### config.mk
export PLATFORM = sky130hd
export DESIGN_NAME = source_interrupt_status_regs
export DESIGN_NICKNAME = d
export VERILOG_FILES = /design/src/hdl/src_irq_pkg.sv /design/src/hdl/chan_change_flags.sv /design/src/hdl/source_interrupt_status_regs.sv
export SDC_FILE = /design/constraint.sdc
export NUM_CORES = 1
export LEC_CHECK = 0
export ABC_AREA = 1
export BUFFER_PORTS_ARGS = -buffer_cell sky130_fd_sc_hd__buf_4
export CAP_MARGIN = 20
export CORE_MARGIN = 4
export CORE_UTILIZATION = 45
export DETAILED_ROUTE_END_ITERATION = 8
export PLACE_DENSITY = 0.79
export REMOVE_ABC_BUFFERS = 1
export SYNTH_ARGS = -nofsm -noshare
export SYNTH_HDL_FRONTEND = slang
export SYNTH_HIERARCHICAL = 1
export SYNTH_SLANG_ARGS = --single-unit
### constraint.sdc
create_clock -name core_clk -period 0.9 [get_ports core_clk]
set_input_delay 0.045 -clock core_clk [delete_from_list [all_inputs] [get_ports core_clk]]
set_output_delay 0.045 -clock core_clk [all_outputs]
set_load 0.02 [all_outputs]
### src/hdl/src_irq_pkg.sv
package src_irq_pkg;
   localparam int NUM_CH = 3;
   localparam int NUM_COND = 4;
   // ********************************
   // Register offsets per channel
   // ********************************
   localparam logic [NUM_CH-1:0][7:0] ENABLE_OFS = {8'h11, 8'h09, 8'h01};
   localparam logic [NUM_CH-1:0][7:0] STATUS_OFS = {8'h12, 8'h0A, 8'h02};
   localparam logic [NUM_CH-1:0][7:0] ALARM_OFS = {8'h13, 8'h0B, 8'h03};
   // ********************************
   // Field positions and reset values
   // ********************************
   localparam int FIFO_LIMIT_BIT = 3;
   localparam int LOCK_LOST_BIT = 2;
   localparam int SIGNAL_LOST_BIT = 1;
   localparam int DRIVE_MON_BIT = 0;
   localparam logic [3:0] COND_RST = 4'h0;
   localparam logic [7:0] REG_RST = 8'h00;
   localparam logic [3:0] UNUSED_HI = 4'h0;

   typedef struct packed {
      logic fifo_limit_alarm;
      logic receive_lock_lost;
      logic receive_signal_lost;
      logic drive_monitor_output;
   } cond_type;

   typedef struct packed {
      logic rd;
      logic wr;
      logic [7:0] addr;
      logic [7:0] wdata;
   } reg_req_type;
endpackage

### src/hdl/chan_change_flags.sv
`timescale 1ns/1ps
`default_nettype none
module chan_change_flags
   import src_irq_pkg::*;
(
   input wire logic core_clk,
   input wire logic srst,
   input wire cond_type cond_in,
   input wire logic [3:0] enable,
   input wire logic rd_clear,
   output cond_type flags_ff,
   output cond_type live_ff
);
   logic [3:0] chg;
   cond_type nxt_flags;

   // ********************************
   // Change detection and sticky flags
   // ********************************
   assign chg = cond_in ^ live_ff;

   always_ff @(posedge core_clk) begin
      if (srst) begin
         live_ff <= COND_RST;
      end else begin
         live_ff <= cond_in;
      end
   end

   always_comb begin
      nxt_flags = (flags_ff & ~{4{rd_clear}}) | (chg & enable);
   end

   always_ff @(posedge core_clk) begin
      if (srst) begin
         flags_ff <= COND_RST;
      end else begin
         flags_ff <= nxt_flags;
      end
   end
endmodule
`default_nettype wire

### src/hdl/source_interrupt_status_regs.sv
`timescale 1ns/1ps
`default_nettype none
module source_interrupt_status_regs
   import src_irq_pkg::*;
(
   input wire logic core_clk,
   input wire logic srst,
   input wire reg_req_type reg_req,
   input wire cond_type [NUM_CH-1:0] cond_in,
   output logic [7:0] rd_data_ff,
   output logic rd_valid_ff
);
   logic [NUM_CH-1:0][3:0] enable_ff;
   logic [NUM_CH-1:0] rd_clear;
   cond_type [NUM_CH-1:0] flags;
   cond_type [NUM_CH-1:0] live;
   logic [NUM_CH-1:0][7:0] rd_term;
   logic [7:0] nxt_rd_data;

   // ********************************
   // Per-channel registers
   // ********************************
   genvar ch;
   generate
      for (ch = 0; ch < NUM_CH; ch++) begin : g_ch
         always_ff @(posedge core_clk) begin
            if (srst) begin
               enable_ff[ch] <= COND_RST;
            end else if (reg_req.wr && reg_req.addr == ENABLE_OFS[ch]) begin
               enable_ff[ch] <= reg_req.wdata[3:0];
            end
         end

         assign rd_clear[ch] = reg_req.rd && reg_req.addr == STATUS_OFS[ch];

         always_comb begin
            if (reg_req.addr == STATUS_OFS[ch]) begin
               rd_term[ch] = {UNUSED_HI, flags[ch]};
            end else if (reg_req.addr == ALARM_OFS[ch]) begin
               rd_term[ch] = {UNUSED_HI, live[ch]};
            end else if (reg_req.addr == ENABLE_OFS[ch]) begin
               rd_term[ch] = {UNUSED_HI, enable_ff[ch]};
            end else begin
               rd_term[ch] = REG_RST;
            end
         end

         chan_change_flags u_flags (
            .core_clk(core_clk),
            .srst(srst),
            .cond_in(cond_in[ch]),
            .enable(enable_ff[ch]),
            .rd_clear(rd_clear[ch]),
            .flags_ff(flags[ch]),
            .live_ff(live[ch])
         );
      end
   endgenerate

   // ********************************
   // Read data return
   // ********************************
   always_comb begin
      nxt_rd_data = REG_RST;
      for (int i = 0; i < NUM_CH; i++) begin
         nxt_rd_data = nxt_rd_data | rd_term[i];
      end
   end

   always_ff @(posedge core_clk) begin
      if (srst) begin
         rd_data_ff <= REG_RST;
      end else if (reg_req.rd) begin
         rd_data_ff <= nxt_rd_data;
      end
   end

   always_ff @(posedge core_clk) begin
      if (srst) begin
         rd_valid_ff <= 1'b0;
      end else begin
         rd_valid_ff <= reg_req.rd;
      end
   end

   // ********************************
   // Per-channel checks
   // ********************************
   genvar cc;
   generate
      for (cc = 0; cc < NUM_CH; cc++) begin : g_chk

      end
   endgenerate
endmodule
`default_nettype wire

==> results.sh <==
export IMPL_yosysWarningCount=6
export IMPL_fin_nets=406
export IMPL_reg2reg_setup_slack_ns=0.03
export IMPL_hold_path_endpoint="g_ch[2].u_flags/live_ff[3]"
export IMPL_seqCellArea_um2=835
export IMPL_first_global_vias=1969
export IMPL_grt_start_max_net_pins=26
export IMPL_grt_usage=0.179
export IMPL_drtIter0Drc=180
export IMPL_fin_skew_ns=0.0128
export IMPL_share_clk_of_total_power=0.338
export IMPL_final_common_cell="inv_1"
export IMPL_top_signal_layer_used="met4"
export IMPL_timing_setup_critical_path_class="reg -> reg"
export IMPL_diodes=0
export IMPL_setup_viol=0
export IMPL_io_buffer_count=32
export IMPL_placed_cells_incl_taps=419
export IMPL_syn_area_per_cell_um2=7.10
export IMPL_placeableCoreArea_um2=4750
export IMPL_grt_setup_unrepaired="true"
export IMPL_reg2reg_to="rd_data_ff[3]"
export IMPL_ys_ff_latch=41
export IMPL_worst_hold_startpoint="cond_in[11]"
export IMPL_switching_share=0.259
export IMPL_worst_hold_path_num_cells=3
export IMPL_synth_compound_gate_area_share=0.0972
export IMPL_total_switching_power_w=0.000946
export IMPL_critPathRequiredTime_ns=1.10
export IMPL_vias_per_cell=4.73
export IMPL_async_flop_share=0
export IMPL_grt_first_pass_wirelength_um=8780
export IMPL_r2r_cell_count=6
export IMPL_stdcell_area_um2=2960
export IMPL_post_synth_top_area_cell="dfxtp_1"
export IMPL_antenna_viol_nets_final=0
export IMPL_clock_sinks=41
export IMPL_synthesis_instances=312
export IMPL_wl_met1_um=2420
export IMPL_initial_utilization=0.466
export IMPL_ys_types=21
export IMPL_power_per_standard_cell_area_nw_per_um2=1230
export IMPL_detail_route_wirelength_um=5160
export IMPL_count_of_pins_on_the_block_boundary=41
export IMPL_synth_seq_area_share=0.371
export IMPL_arrival_ns=1.07
export IMPL_final_worst_setup_slack_ns=0.0284
export IMPL_achievable_frequency_ghz=1.15
export IMPL_final_max_slew_viol_count=0
export IMPL_met3_length_um=303
export IMPL_postSynth_topFlopCell="dfxtp_1"
export IMPL_dpl_worst_slack_ns=-0.259
export IMPL_regToRegStartpoint="enable_ff[3]"
export IMPL_place_gp_congestion=0.883
export IMPL_rows=25
export IMPL_final_min_clock_period_ns=0.872
export IMPL_number_of_enable_type_register_cells_in_the_synthesized_netlist=0
export IMPL_power_leakage_nw=1.30
export IMPL_crit_path_end_kind="flop"
export IMPL_place_area_um2=2650
export IMPL_insertion_delay_ns=0.30
export IMPL_clock_path_buffers=2
export IMPL_dieWidth_um=78.2
export IMPL_layout_filler_cells=445
export IMPL_power_report_internal_total_w=0.00270
export IMPL_synth_largest_type_area_fraction=0.371
export IMPL_layout_common_cells="inv_1 (49), nand2_1 (48), buf_4 (48)"
export IMPL_post_synth_fa_ha_maj_area_fraction=0
export IMPL_finalNonFillerCells=441
export IMPL_yosys_area_share_xor_xnor=0
export IMPL_globalRouteOverflowTotal=0
export IMPL_synthMuxAreaShare=0
export IMPL_detailedRoute_firstPassIterationCount=4
export IMPL_cp_slowest_cell="dfxtp_2"
export IMPL_met2_length_um=2390
export IMPL_hpwl_um=3750
export IMPL_max_cap_violations=0
export IMPL_die_h_um=78.2
export IMPL_clkTransAtPathRegs_ns=0.08
export IMPL_outcome="finished clean"
export IMPL_critical_path_cell_chain="nand3_2 -> nand2_2 -> nor2_1 -> nand3_1 -> nand2_1 -> inv_1"
export IMPL_hold_path_class="in -> reg"
export IMPL_die_area_um2=6110
export IMPL_num_vias=2084
export IMPL_final_min_period_over_clock_period=0.968
export IMPL_p_comb_frac=0.145
export IMPL_synthesis_area_um2=2210
export IMPL_number_of_cts_inserted_buffers=5
export IMPL_finalHoldViolations=0
export IMPL_yosys_area_share_simple=0.400
export IMPL_post_route_drc_count=0
export IMPL_critical_path_peak_fanout=3
export IMPL_critical_path_max_stage_delay_ns=0.34
export IMPL_cts_tree="built"
export IMPL_antenna_found_initial=0
export IMPL_route_detailed_wl_per_inst_um=11.7
export IMPL_part_of_the_total_power_dissipated_in_sequential_elements=0.517
export IMPL_cts_max_level=2
export IMPL_post_synth_main_area_contributors="dfxtp_1 (37%), nand2_1 (8.6%), nand3_1 (8.6%)"
export IMPL_drive_above_1_share=0.380
export IMPL_maximum_vdd_drop_mv=1.15
export IMPL_clk_root_buffer_cell="clkbuf_8"
export IMPL_multi_input_area_um2=1180
export IMPL_synth_top_family_by_area="simple AND/OR/NAND/NOR gates"
export IMPL_setup_worst_path_start_class="flop"
export IMPL_area_growth_syn_to_layout_pct=33.7
-- how the worst max path moves through the flow --
stage	startpoint	end	slack, ns	cells after the start
6_report	enable_ff[3]	rd_data_ff[3]	0.03	6
3_5_place_dp	reg_req[14]	rd_data_ff[3]	-0.26	11
2_1_floorplan	reg_req[14]	g_ch[1].u_flags/flags_ff[0]	-0.1	8
3_3_place_gp	reg_req[14]	rd_data_ff[3]	-0.25	11
5_1_grt	enable_ff[3]	rd_data_ff[3]	-0.05	6
4_1_cts	enable_ff[4]	rd_data_ff[0]	0.02	6
-- power groups by stage --
stage                     combinational [W]  clock [W]  sequential (W)
final                              0.000530    0.00123         0.00189
after CTS                          0.000520    0.00127         0.00188
after detailed placement           0.000477          0         0.00192
after floorplan                    0.000226          0         0.00193
after global routing               0.000587    0.00137         0.00189
after global placement             0.000469          0         0.00192
-- stage by stage --
| step | hold slack [ns] | power, W | setup TNS [ns] | util |
|---|---|---|---|---|
| finish | 0.00671 | 0.00365 | 0 | 0.623 |
| global route | 0.00832 | 0.00385 | -0.111 | 0.623 |
| CTS | 0.00173 | 0.00367 | 0 | 0.601 |
| detailed placement | 0.287 | 0.00240 | -4.98 | 0.556 |
| global placement | 0.280 | 0.00239 | -4.81 | 0.556 |
| floorplan | 0.107 | 0.00216 | -0.793 | - |
-- kinds of logic after synthesis --
family / after synthesis
flops: 41
other cells: 1
buf+inv: 67
compound gates: 34
simple gates: 169
-- worst max-delay path, delay by kind of cell, from the launching register on --
kind,cells,cell delay [ns]
and+or+nand+nor,5,0.40
buffers and inverters,1,0.03
DFF,1,0.34
-- final cells by class --
class | instances | area share
clock buffer | 6 | 0.0279
clock inverter | 1 | 0.00254
inverter | 55 | 0.0697
multi-input combinational | 207 | 0.400
sequential | 41 | 0.282
tap | 67 | 0.0283
timing repair buffer | 64 | 0.189
-- sequential cells by signal, indices dropped and copies added (netlist names) --
name and count:
g_ch.u_flags/flags_ff 12, g_ch.u_flags/live_ff 12, rd_data_ff 4, enable_ff 12
rd_valid_ff 1
-- layer usage --
layer	global-route usage	vias up
met5	0	-
met4	0.0577	0
met3	0.0562	6
met2	0.272	60
met1	0.241	934
li1	-	1084
-- synthesized netlist by cell type, types with 3 or more instances --
| library cell | n |
|---|---|
| nand2_1 | 51 |
| inv_1 | 49 |
| dfxtp_1 | 41 |
| nor2_1 | 40 |
| nand3_1 | 38 |
| nand2_2 | 15 |
| nand3_2 | 15 |
| o21ai_0 | 14 |
| a21oi_2 | 12 |
| a21oi_1 | 8 |
| inv_2 | 6 |
| buf_4 | 5 |
| buf_2 | 3 |
-- repair_timing --
action,4_1_cts,5_1_grt
hold endpoints to repair,11,0
hold buffers,12,0
setup buffers,0,3
pin swaps,0,18
gates resized for setup,1,29
setup endpoints to repair,1,8
gates cloned,0,0
(Power assumes the default switching activity.)
